===== config.mk =====
export PLATFORM = sky130hd
export DESIGN_NAME = gsb_group_status
export DESIGN_NICKNAME = d
export VERILOG_FILES = /design/src/verilog/gsb_pkg.sv /design/src/verilog/gsb_status_mux.sv /design/src/verilog/gsb_group_status.sv
export SDC_FILE = /design/constraint.sdc
export NUM_CORES = 1
export LEC_CHECK = 0
export BUFFER_PORTS_ARGS = -buffer_cell sky130_fd_sc_hd__buf_2
export CORE_MARGIN = 4
export CORE_UTILIZATION = 47
export DETAILED_ROUTE_END_ITERATION = 16
export PLACE_DENSITY_LB_ADDON = 0.08
export SLEW_MARGIN = 20
export SYNTH_ARGS = -nofsm -noshare
export SYNTH_HDL_FRONTEND = slang
export SYNTH_SLANG_ARGS = --single-unit

===== constraint.sdc =====
create_clock -name core_clk_i -period 1.8 [get_ports core_clk_i]
set_input_delay 0.09 -clock core_clk_i [delete_from_list [all_inputs] [get_ports core_clk_i]]
set_output_delay 0.09 -clock core_clk_i [all_outputs]
set_load 0.03 [all_outputs]

===== src/verilog/gsb_pkg.sv =====
// Summary of operation
// RULE_01 - bits 4-6 of select ctrl choose status b
// RULE_02 - codes 0-3 map to T1/E1 alarm sources, 4-5 to signaling change and slip
// RULE_03 - codes 6 and 7 drive zero
// RULE_04 - host writes zero to bits 3 and 7
// RULE_05 - first view read drives interrupt status
// RULE_06 - second view read drives sync loss
// RULE_07 - third view read drives status a
// RULE_08 - fourth view read drives status b
// RULE_09 - views decode at B2h through B5h
// RULE_10 - disabled member never drives shared lines; the code still drives all eight on B0h/B1h reads
// RULE_11 - bit 0 of line ctrl enables participation
// RULE_12 - bits 1-3 choose driven data line
// RULE_13 - host gives each member a unique line
// RULE_14 - bits 0-2 of select ctrl choose status a
package gsb_pkg;

	// ----------------------------------------
	// register map
	// ----------------------------------------
	localparam logic [7:0] GSB_ADDR_LINE_CTRL   = 8'hB0;
	localparam logic [7:0] GSB_ADDR_SELECT_CTRL = 8'hB1;
	localparam logic [7:0] GSB_ADDR_IRQ_VIEW    = 8'hB2;
	localparam logic [7:0] GSB_ADDR_SYNC_VIEW   = 8'hB3;
	localparam logic [7:0] GSB_ADDR_STAT_A_VIEW = 8'hB4;
	localparam logic [7:0] GSB_ADDR_STAT_B_VIEW = 8'hB5;

	// ----------------------------------------
	// field positions and reset values
	// ----------------------------------------
	localparam int         GSB_ENABLE_BIT     = 0;
	localparam int         GSB_LINE_SEL_LSB   = 1;
	localparam int         GSB_STAT_A_SEL_LSB = 0;
	localparam int         GSB_STAT_B_SEL_LSB = 4;
	localparam logic [7:0] GSB_LINE_CTRL_MASK = 8'h0F;
	localparam logic [7:0] GSB_SEL_CTRL_MASK  = 8'h77;
	localparam logic [7:0] GSB_CTRL_RESET     = 8'h00;

	// ----------------------------------------
	// status select codes
	// ----------------------------------------
	localparam logic [2:0] GSB_SEL_ALARM_A  = 3'h0;
	localparam logic [2:0] GSB_SEL_ALARM_B  = 3'h1;
	localparam logic [2:0] GSB_SEL_ALARM_C  = 3'h2;
	localparam logic [2:0] GSB_SEL_ALARM_D  = 3'h3;
	localparam logic [2:0] GSB_SEL_SIG_CHG  = 3'h4;
	localparam logic [2:0] GSB_SEL_ES_SLIP  = 3'h5;

endpackage


===== src/verilog/gsb_status_mux.sv =====
module gsb_status_mux
	import gsb_pkg::*;
(
	// selection
	input  wire logic [2:0] sel_i,
	input  wire logic       e1_mode_i,
	// sources
	input  wire logic       blue_alarm_receive_i,
	input  wire logic       yellow_alarm_receive_i,
	input  wire logic       loop_up_detect_i,
	input  wire logic       loop_down_detect_i,
	input  wire logic       unframed_all_ones_receive_i,
	input  wire logic       remote_alarm_receive_i,
	input  wire logic       distant_multiframe_alarm_i,
	input  wire logic       v5_link_detect_i,
	input  wire logic       signaling_change_i,
	input  wire logic       elastic_store_slip_i,
	// result
	output logic            status_o
);

	always_comb begin
		case (sel_i) // RULE_02
			GSB_SEL_ALARM_A: status_o = e1_mode_i ? unframed_all_ones_receive_i
			                                      : blue_alarm_receive_i;
			GSB_SEL_ALARM_B: status_o = e1_mode_i ? remote_alarm_receive_i
			                                      : yellow_alarm_receive_i;
			GSB_SEL_ALARM_C: status_o = e1_mode_i ? distant_multiframe_alarm_i
			                                      : loop_up_detect_i;
			GSB_SEL_ALARM_D: status_o = e1_mode_i ? v5_link_detect_i : loop_down_detect_i;
			GSB_SEL_SIG_CHG: status_o = signaling_change_i;
			GSB_SEL_ES_SLIP: status_o = elastic_store_slip_i;
			default:         status_o = 1'b0; // RULE_03
		endcase
	end

endmodule


===== src/verilog/gsb_group_status.sv =====
module gsb_group_status
	import gsb_pkg::*;
(
	// clock and reset
	input  wire logic       core_clk_i,
	input  wire logic       nrst_i,
	// host register port, same clock
	input  wire logic [7:0] addr_i,
	input  wire logic       rd_i,
	input  wire logic       wr_i,
	input  wire logic [7:0] wdata_i,
	output logic      [7:0] rdata_o,
	output logic      [7:0] rdata_oe_n_o,
	// device mode and status from pins
	input  wire logic       e1_mode_i,
	input  wire logic       irq_pending_i,
	input  wire logic       sync_loss_i,
	input  wire logic       blue_alarm_receive_i,
	input  wire logic       yellow_alarm_receive_i,
	input  wire logic       loop_up_detect_i,
	input  wire logic       loop_down_detect_i,
	input  wire logic       unframed_all_ones_receive_i,
	input  wire logic       remote_alarm_receive_i,
	input  wire logic       distant_multiframe_alarm_i,
	input  wire logic       v5_link_detect_i,
	input  wire logic       signaling_change_i,
	input  wire logic       elastic_store_slip_i
);

	// ----------------------------------------
	// status synchronisers
	// ----------------------------------------
	// status comes from other clock domains, so two stages before use
	localparam int NSTAT = 13;
	logic [NSTAT-1:0] stat_raw;
	logic [NSTAT-1:0] stat_meta;
	logic [NSTAT-1:0] stat_s;
	assign stat_raw = {e1_mode_i, irq_pending_i, sync_loss_i, blue_alarm_receive_i,
	                   yellow_alarm_receive_i, loop_up_detect_i, loop_down_detect_i,
	                   unframed_all_ones_receive_i, remote_alarm_receive_i,
	                   distant_multiframe_alarm_i, v5_link_detect_i,
	                   signaling_change_i, elastic_store_slip_i};

	always_ff @(posedge core_clk_i) begin
		if (!nrst_i) begin
			stat_meta <= '0;
			stat_s    <= '0;
		end else begin
			stat_meta <= stat_raw;
			stat_s    <= stat_meta;
		end
	end

	// ----------------------------------------
	// control registers
	// ----------------------------------------
	logic [7:0] line_ctrl;
	logic [7:0] select_ctrl;
	logic [7:0] next_line_ctrl;
	logic [7:0] next_select_ctrl;

	always_comb begin
		next_line_ctrl   = line_ctrl;
		next_select_ctrl = select_ctrl;
		if (wr_i && addr_i == GSB_ADDR_LINE_CTRL)
			next_line_ctrl = wdata_i & GSB_LINE_CTRL_MASK;
		// unused bits held at zero whatever the host writes
		if (wr_i && addr_i == GSB_ADDR_SELECT_CTRL)
			next_select_ctrl = wdata_i & GSB_SEL_CTRL_MASK; // RULE_04
	end

	always_ff @(posedge core_clk_i) begin
		if (!nrst_i) begin
			line_ctrl   <= GSB_CTRL_RESET;
			select_ctrl <= GSB_CTRL_RESET;
		end else begin
			line_ctrl   <= next_line_ctrl;
			select_ctrl <= next_select_ctrl;
		end
	end

	logic       group_bus_enable;
	logic [2:0] bus_line_select;
	logic [2:0] status_a_select;
	logic [2:0] status_b_select;
	assign group_bus_enable = line_ctrl[GSB_ENABLE_BIT]; // RULE_11
	assign bus_line_select  = line_ctrl[GSB_LINE_SEL_LSB +: 3]; // RULE_12
	assign status_a_select  = select_ctrl[GSB_STAT_A_SEL_LSB +: 3]; // RULE_14
	assign status_b_select  = select_ctrl[GSB_STAT_B_SEL_LSB +: 3]; // RULE_01

	// ----------------------------------------
	// user status selection
	// ----------------------------------------
	logic status_a;
	logic status_b;

	gsb_status_mux u_mux_a (
		.sel_i                       (status_a_select),
		.e1_mode_i                   (stat_s[12]),
		.blue_alarm_receive_i        (stat_s[9]),
		.yellow_alarm_receive_i      (stat_s[8]),
		.loop_up_detect_i            (stat_s[7]),
		.loop_down_detect_i          (stat_s[6]),
		.unframed_all_ones_receive_i (stat_s[5]),
		.remote_alarm_receive_i      (stat_s[4]),
		.distant_multiframe_alarm_i  (stat_s[3]),
		.v5_link_detect_i            (stat_s[2]),
		.signaling_change_i          (stat_s[1]),
		.elastic_store_slip_i        (stat_s[0]),
		.status_o                    (status_a)
	);

	gsb_status_mux u_mux_b (
		.sel_i                       (status_b_select),
		.e1_mode_i                   (stat_s[12]),
		.blue_alarm_receive_i        (stat_s[9]),
		.yellow_alarm_receive_i      (stat_s[8]),
		.loop_up_detect_i            (stat_s[7]),
		.loop_down_detect_i          (stat_s[6]),
		.unframed_all_ones_receive_i (stat_s[5]),
		.remote_alarm_receive_i      (stat_s[4]),
		.distant_multiframe_alarm_i  (stat_s[3]),
		.v5_link_detect_i            (stat_s[2]),
		.signaling_change_i          (stat_s[1]),
		.elastic_store_slip_i        (stat_s[0]),
		.status_o                    (status_b)
	);

	// ----------------------------------------
	// read answer
	// ----------------------------------------
	// a view read is answered on one line only; the other seven belong to peers
	logic [7:0] next_rdata;
	logic [7:0] next_oe_n;
	logic       view_bit;
	logic       is_view;

	always_comb begin
		view_bit = 1'b0;
		is_view  = 1'b1;
		case (addr_i) // RULE_09
			GSB_ADDR_IRQ_VIEW:    view_bit = stat_s[11]; // RULE_05
			GSB_ADDR_SYNC_VIEW:   view_bit = stat_s[10]; // RULE_06
			GSB_ADDR_STAT_A_VIEW: view_bit = status_a; // RULE_07
			GSB_ADDR_STAT_B_VIEW: view_bit = status_b; // RULE_08
			default:              is_view  = 1'b0;
		endcase
		next_rdata = 8'h00;
		next_oe_n  = 8'hFF;
		if (rd_i) begin
			if (is_view) begin
				if (group_bus_enable) begin // RULE_10
					next_rdata[bus_line_select] = view_bit;
					next_oe_n[bus_line_select]  = 1'b0;
				end
			end else if (addr_i == GSB_ADDR_LINE_CTRL) begin
				next_rdata = line_ctrl;
				next_oe_n  = 8'h00;
			end else if (addr_i == GSB_ADDR_SELECT_CTRL) begin
				next_rdata = select_ctrl;
				next_oe_n  = 8'h00;
			end
		end
	end

	always_ff @(posedge core_clk_i) begin
		if (!nrst_i) begin
			rdata_o      <= 8'h00;
			rdata_oe_n_o <= 8'hFF;
		end else begin
			rdata_o      <= next_rdata;
			rdata_oe_n_o <= next_oe_n;
		end
	end

	// ----------------------------------------
	// checks
	// ----------------------------------------
	AST_DISABLED_SILENT: assert property (@(posedge core_clk_i) disable iff (!nrst_i) // RULE_10
		rd_i && !group_bus_enable && addr_i >= GSB_ADDR_IRQ_VIEW
		&& addr_i <= GSB_ADDR_STAT_B_VIEW |=> rdata_oe_n_o == 8'hFF)
		else $error("disabled member drove the shared bus");

	AST_ONE_LINE: assert property (@(posedge core_clk_i) disable iff (!nrst_i) // RULE_12
		rd_i && group_bus_enable && addr_i >= GSB_ADDR_IRQ_VIEW
		&& addr_i <= GSB_ADDR_STAT_B_VIEW
		|=> rdata_oe_n_o == ~(8'h01 << $past(bus_line_select)))
		else $error("view read drove wrong line set");

	AST_IRQ_VIEW: assert property (@(posedge core_clk_i) disable iff (!nrst_i) // RULE_05
		rd_i && group_bus_enable && addr_i == GSB_ADDR_IRQ_VIEW
		|=> rdata_o[$past(bus_line_select)] == $past(stat_s[11]))
		else $error("interrupt view bit wrong");

	AST_SYNC_VIEW: assert property (@(posedge core_clk_i) disable iff (!nrst_i) // RULE_06
		rd_i && group_bus_enable && addr_i == GSB_ADDR_SYNC_VIEW
		|=> rdata_o[$past(bus_line_select)] == $past(stat_s[10]))
		else $error("sync loss view bit wrong");

	AST_STAT_A_VIEW: assert property (@(posedge core_clk_i) disable iff (!nrst_i) // RULE_07
		rd_i && group_bus_enable && addr_i == GSB_ADDR_STAT_A_VIEW
		|=> rdata_o[$past(bus_line_select)] == $past(status_a))
		else $error("status a view bit wrong");

	AST_STAT_B_SLIP: assert property (@(posedge core_clk_i) disable iff (!nrst_i) // RULE_08
		rd_i && group_bus_enable && addr_i == GSB_ADDR_STAT_B_VIEW
		&& status_b_select == GSB_SEL_ES_SLIP
		|=> rdata_o[$past(bus_line_select)] == $past(stat_s[0]))
		else $error("status b slip bit wrong");

	AST_UNDEF_ZERO: assert property (@(posedge core_clk_i) disable iff (!nrst_i) // RULE_03
		status_a_select > GSB_SEL_ES_SLIP |-> !status_a)
		else $error("undefined select code gave nonzero status");

	AST_SEL_MASK: assert property (@(posedge core_clk_i) disable iff (!nrst_i) // RULE_01
		wr_i && addr_i == GSB_ADDR_SELECT_CTRL
		|=> status_b_select == $past(wdata_i[6:4]) && select_ctrl[3] == 1'b0
		&& select_ctrl[7] == 1'b0)
		else $error("select ctrl write not taken");

	AST_E1_MAP: assert property (@(posedge core_clk_i) disable iff (!nrst_i) // RULE_02
		status_a_select == GSB_SEL_ALARM_A && stat_s[12] |-> status_a == stat_s[5])
		else $error("E1 code 0 did not select all-ones");

endmodule


==> results.toml, run 1 <==
[run_status]
status = "finished clean"

[sta]
hold_slack_ns = 0.0428
finalSetupViolations = 0
max_freq_ghz = 0.566
fin_crit_sh_pct = 98.2
fin_skew_ns = 0.00854
slew_headroom_pct = 72.1
worst_pin_slew_ns = 0.418
slew_violations = 0
fin_crit_ns = 1.77
rsz0062_at_grt = "true"
hold_viol_final = 0
layout_setup_ws_ns = 0.0320

[yosys]
synth_area_leaders = "dfxtp_1 53%, and2_1 8.6%, mux2i_1 8.2%"
postSynthCellCount = 191
synthesis.area_sq_mm = 0.00196
async_reset_ff_share_pct = 0
synth_edf_count = 0
avgSynthCellArea_sq_um = 10.3
synth_top_area_share_pct = 53.0
ys_seq_elements = 52
yosysWarnings = 0
synth_cell_types = 38
synth_ff_type = "dfxtp_1"
ys_seq_area_share_pct = 53.0
synth_commonest_cells = "52 x dfxtp_1, 27 x and2_1, 16 x mux2i_1, 13 x nand2_1, 11 x nor2b_1"
syn_nets = 224
yosysMostFrequentCell = "dfxtp_1"
yosysTopAreaCell = "dfxtp_1"

[grt]
grt_remaining_overflow = 0
antenna_found_initial = 0
grt_pass1_wl_um = 7160
grt_pass1_vias = 1548
grt_max_degree = 35
grt_use_total_pct = 17.3

[placed_design]
dp_worst_setup_slack_ns = -0.0886
post-dp-hpwl_um = 3210
portBuffers = 47
routabilityCongestion = 0.846

[clocking]
htree_levels = 2
clk_path_buf_depth = 2
clock_latency_ns = 0.30
cts.sinks = 52
cts_buffers = 5
root_buffer = "clkbuf_8"
cts_tree = "built"
clk_pin_slew_ns = 0.09

[worst_setup_path]
worst-setup-path-type = "reg2reg"
path_max_fanout = 5
reg2reg_depth = 7
r2r_setup_slack_ns = 0.03
required_ns = 2.02
end_kind = "flip-flop"
start_kind = "flip-flop"
crit_arrival_ns = 1.98

[route]
drc_errors = 0
viasPerCell = 5.10
drt-total-wl_um = 4340
drt_iter0_markers = 59
ant_nets = 0
wl_per_cell_um = 13.8
vias = 1607
dr.pass1.iters = 4

[die]
die_h_um = 72.7
die_x_um = 72.7
core_sq_mm = 0.00403
boundaryPins = 49
die_area_sq_mm = 0.00528
start_util_pct = 48.8
row_count = 23

[final_layout]
drive_above_1_share_pct = 31.7
final_core_util_pct = 64.3
diodes = 0
final_net_count = 297
area_delta_synth_final_pct = 31.9

[power_and_ir_drop]
finalPower_mw = 2.00
vdd_ir_drop_max_mv = 0.559
p_leak_nw = 1.07
pwr_density_cell_mw_per_mm2 = 772

[worst_hold_path]
hold_class = "in2reg"
hold_depth = 3

[job]
drv_cap = 0
-- layer usage --
| metal | up-vias | track usage (%) | wire (um) |
|---|---|---|---|
| met5 | - | 0 | 0 |
| met4 | 0 | 6.35 | 49 |
| met3 | 6 | 3.99 | 258 |
| met2 | 54 | 31.6 | 2300 |
| met1 | 752 | 19.4 | 1720 |
| li1 | 795 | - | - |
-- path summary, 6_finish.rpt --
check | endpoint | start
setup / recovery | rdata_o[5] | select_ctrl[0]
hold / removal | select_ctrl[4] | wdata_i[4]
setup reg to reg | rdata_o[5] | select_ctrl[0]
hold reg to reg | stat_s[7] | stat_meta[7]
-- sequential cells by signal (all words and copies together), names as in the netlist --
signal / flops
stat_meta: 13
stat_s: 13
rdata_o: 8
rdata_oe_n_o: 8
select_ctrl: 6
line_ctrl: 4
-- critical path: stages, from the launching register on --
cell and delay (ns):
dfxtp_1 0.50, mux2i_1 0.12, o21ai_0 0.15, nand3_1 0.13, nor4_4 0.28, nor3_4 0.06, buf_6 0.13, o41ai_2 0.31
-- kinds of logic after synthesis --
logic type,synth area share [%]
muxes,9.87
DFF,53.0
AOI/OAI and AO/OA,9.11
xor gates and xnor gates,0.446
and+or+nand+nor,25.4
buffers and inverters,2.23
-- cell usage in the layout (no fill, tap or decap), drive strengths merged, types with 2 or more instances in the layout --
master       instances
nor2b               11
o31ai                2
a21oi                5
a211oi               3
o21bai               2
dlygate4sd3         13
nand2b               5
and2                27
nand3                6
mux2                 3
nor2                10
buf                 61
nor3                 2
clkbuf               7
mux2i               16
dfxtp               52
nor4                 2
o21ai                9
nor3b                2
nand2               13
-- power breakdown --
group          total [mW]  leakage (nW)  switching [mW]  internal [mW]
Sequential           1.19         0.425         0.00860           1.18
Combinational       0.140         0.604          0.0580         0.0821
Clock               0.674        0.0445           0.361          0.313
Total                2.00          1.07           0.428           1.57
-- cell type report --
cell class	count	area (sq um)
tap	50	62.6
clock inverter	1	7.51
multi-input combinational	130	911
sequential	52	1040
inverter	1	3.75
clock buffer	7	86.3
timing repair buffer	74	478
fill	352	1440
-- through the flow --
step                      TNS, ns  std cells  cell area [sq um]
final                           0        315               2590
after CTS                       0        316               2580
after detailed placement   -0.168        294               2330
after global placement    -0.0442        294               2330
after global routing       -0.294        315               2590
after floorplan                 0        191               1960
-- repair_timing --
item	in CTS	in global routing
gates cloned	0	0
setup endpoints to repair	6	8
setup buffers	1	0
hold buffers	13	0
resized for setup	5	5
endpoints found under the hold margin	13	0
pin swaps	2	3
Power figures use the tool's default switching activity.
==> run 2, diff against run 1 <==
--- a/config.mk
+++ b/config.mk
@@ -5,6 +5,7 @@
 export SDC_FILE = /design/constraint.sdc
 export NUM_CORES = 1
 export LEC_CHECK = 0
+export ABC_AREA = 1
 export BUFFER_PORTS_ARGS = -buffer_cell sky130_fd_sc_hd__buf_2
 export CORE_MARGIN = 4
 export CORE_UTILIZATION = 47
==> results.toml, run 2 <==
[run_status]
status = "finished clean"

[die]
boundaryPins = 49
start_util_pct = 49.7
die_area_sq_mm = 0.00544
die_x_um = 73.8
row_count = 23
die_h_um = 73.8
core_sq_mm = 0.00409

[power_and_ir_drop]
cellInternalPower_mw = 1.67
p_leak_nw = 1.32
clkPwrFrac_pct = 37.4
vdd_ir_drop_max_mv = 0.419
sequentialPowerShare_pct = 55.9
pwr_density_cell_mw_per_mm2 = 828
swShare_pct = 21.5
combPwrFrac_pct = 6.6
power.switching_mw = 0.457
finalPower_mw = 2.12

[yosys]
yosysTopAreaCell = "dfxtp_1"
synthMuxAreaShare_pct = 0.554
yosysWarnings = 0
synth_top_area_share_pct = 51.2
ys_seq_area_share_pct = 51.2
ys_seq_elements = 52
synth-simple-area-share_pct = 26.1
synth_area_leaders = "dfxtp_1 51%, nand2_1 13%, inv_1 9.6%"
synthesis.area_sq_mm = 0.00203
yosysMostFrequentCell = "nand2_1"
synth_cell_types = 25
synth_ff_type = "dfxtp_1"
synth_top_family_by_area = "simple AND/OR/NAND/NOR gates"
syn_nets = 302
synth_compound_area_share_pct = 10.7
synth_edf_count = 0
avgSynthCellArea_sq_um = 7.55
postSynthCellCount = 269
async_reset_ff_share_pct = 0
synth_xor_area_share_pct = 0
synthAdderAreaFrac_pct = 0
synth_commonest_cells = "68 x nand2_1, 52 x dfxtp_1, 52 x inv_1, 17 x a21oi_1, 15 x nor2_1"

[worst_setup_path]
crit_family = "simple AND/OR/NAND/NOR gates"
crit_arrival_ns = 1.58
required_ns = 2.00
end_kind = "flip-flop"
path_common_cell = "nand2_1"
critPathMaxStageDelay_ns = 0.43
cp_slowest_cell = "dfxtp_1"
r2r_setup_slack_ns = 0.42
start_kind = "flip-flop"
worst-setup-path-type = "reg2reg"
crit_chain = "inv_2, nand2_1, nand3_1, nand2_1, nand2_1, nand2_1, inv_1, nand2_2, nand3_4, o21ai_1, inv_1"
cp_num_buf_inv = 3
path_max_fanout = 8

[grt]
grt_remaining_overflow = 0
grt_pass1_vias = 1566
grt_max_degree = 37
grt_use_total_pct = 16.4
grt_pass1_wl_um = 6840
antenna_found_initial = 0

[clocking]
htree_levels = 2
clk_path_buf_depth = 2
cts_tree = "built"
post_cts_buffers = 0
cts_buffers = 5
clk_pin_slew_ns = 0.09
clock_latency_ns = 0.31
root_buffer = "clkbuf_8"
cts.sinks = 52
cts-resized-gates = 0

[placed_design]
post-dp-hpwl_um = 2930
dpl.cell_count = 362
portBuffers = 47
routabilityCongestion = 0.859

[sta]
fin_skew_ns = 0.00600
fin_crit_sh_pct = 76.6
fin_setup_tns_ns = 0
max_freq_ghz = 0.725
finalSetupViolations = 0
slew_headroom_pct = 76.9
rsz0062_at_grt = "false"
hold_viol_final = 0
slew_violations = 0
worst_pin_slew_ns = 0.346
fin_crit_ns = 1.38

[final_layout]
nFillCells = 382
drive_above_1_share_pct = 23.1
final_core_util_pct = 62.7
final_common_cell = "nand2_1"
final_net_count = 365
fin_cells = 383
diodes = 0
final_cell_mix = "68 x nand2_1, 52 x inv_1, 52 x dfxtp_1, 47 x buf_2, 17 x a21oi_1"
area_delta_synth_final_pct = 26.1
largest_registers = "stat_meta x13, stat_s x13"

[route]
ant_nets = 0
vias = 1752
drt_iter0_markers = 86
dr.pass1.iters = 5
wl_per_cell_um = 10.4
drt-total-wl_um = 3970
viasPerCell = 4.57
drc_errors = 0

[job]
drv_cap = 0

[worst_hold_path]
hold_class = "in2reg"
## run 2: cell types whose count changed after synthesis, moves of 6 or more
cell | previous run | this run
nand2_2 | 0 | 6
and2_1 | 27 | 1
inv_1 | 1 | 52
nor2b_1 | 11 | 0
nand3_1 | 6 | 12
a21oi_1 | 5 | 17
o21ai_1 | 1 | 8
nand2_1 | 13 | 68
mux2i_1 | 16 | 0
## run 2: cell type report
cell class / instances / area, sq um / area share, %
Timing Repair Buffer: 61 / 373 / 14.6
Clock buffer: 5 / 68.8 / 2.69
Multi-Input combinational cell: 156 / 759 / 29.6
Sequential cell: 52 / 1040 / 40.6
Tap cell: 50 / 62.6 / 2.44
Inverter: 56 / 210 / 8.20
Clock inverter: 3 / 47.5 / 1.86
## run 2: repair_timing
item,CTS,global route
hold endpoints to repair,13,0
setup endpoints to repair,0,0
hold buffers,13,0
## run 2: cells by family (layout without fill, tap and decap cells)
| logic type | after synthesis | count (layout) |
|---|---|---|
| buffers and inverters | 61 | 125 |
| multiplexers | 1 | 1 |
| AO/OA/AOI/OAI | 42 | 42 |
| flip-flops | 52 | 52 |
| AND/OR/NAND/NOR | 113 | 113 |
## run 2: routing by layer
metal | GRT usage (%) | routed length [um] | vias up
met1 | 22.7 | 2010 | 759
met2 | 24.1 | 1660 | 45
li1 | - | - | 942
met5 | 0 | 0 | -
met3 | 4.51 | 229 | 6
met4 | 6.04 | 65 | 0
## run 2: through the flow
step | instance area, sq um | hold WS, ns | setup WS, ns
global route | 2560 | 0.0259 | 0.258
floorplan | 2030 | 0.188 | 0.650
CTS | 2560 | 0.0278 | 0.409
detailed placement | 2320 | 0.275 | 0.448
finish | 2560 | 0.0474 | 0.421
global placement | 2320 | 0.269 | 0.460
## run 2: power groups by stage
stage	clock network (mW)	logic (mW)	registers, mW
after global placement	0	0.118	1.21
final	0.795	0.141	1.19
after detailed placement	0	0.120	1.21
after floorplan	0	0.0693	1.21
after CTS	0.828	0.142	1.19
after global routing	0.868	0.164	1.19
## run 2: worst register-to-register path: cells and delay by family, from the launching register on
family | cells | cell delay [ns]
simple gates | 7 | 0.51
buf+inv | 3 | 0.18
flops | 1 | 0.43
compound gates | 1 | 0.16
## run 2: final timing paths
kind / from / to / cells after the start
worst max-delay path: stat_s[12] / rdata_o[1] / 11
worst min-delay path: wdata_i[4] / select_ctrl[4] / 3
worst max register to register: stat_s[12] / rdata_o[1] / 11
worst min register to register: stat_meta[5] / stat_s[5] / 2
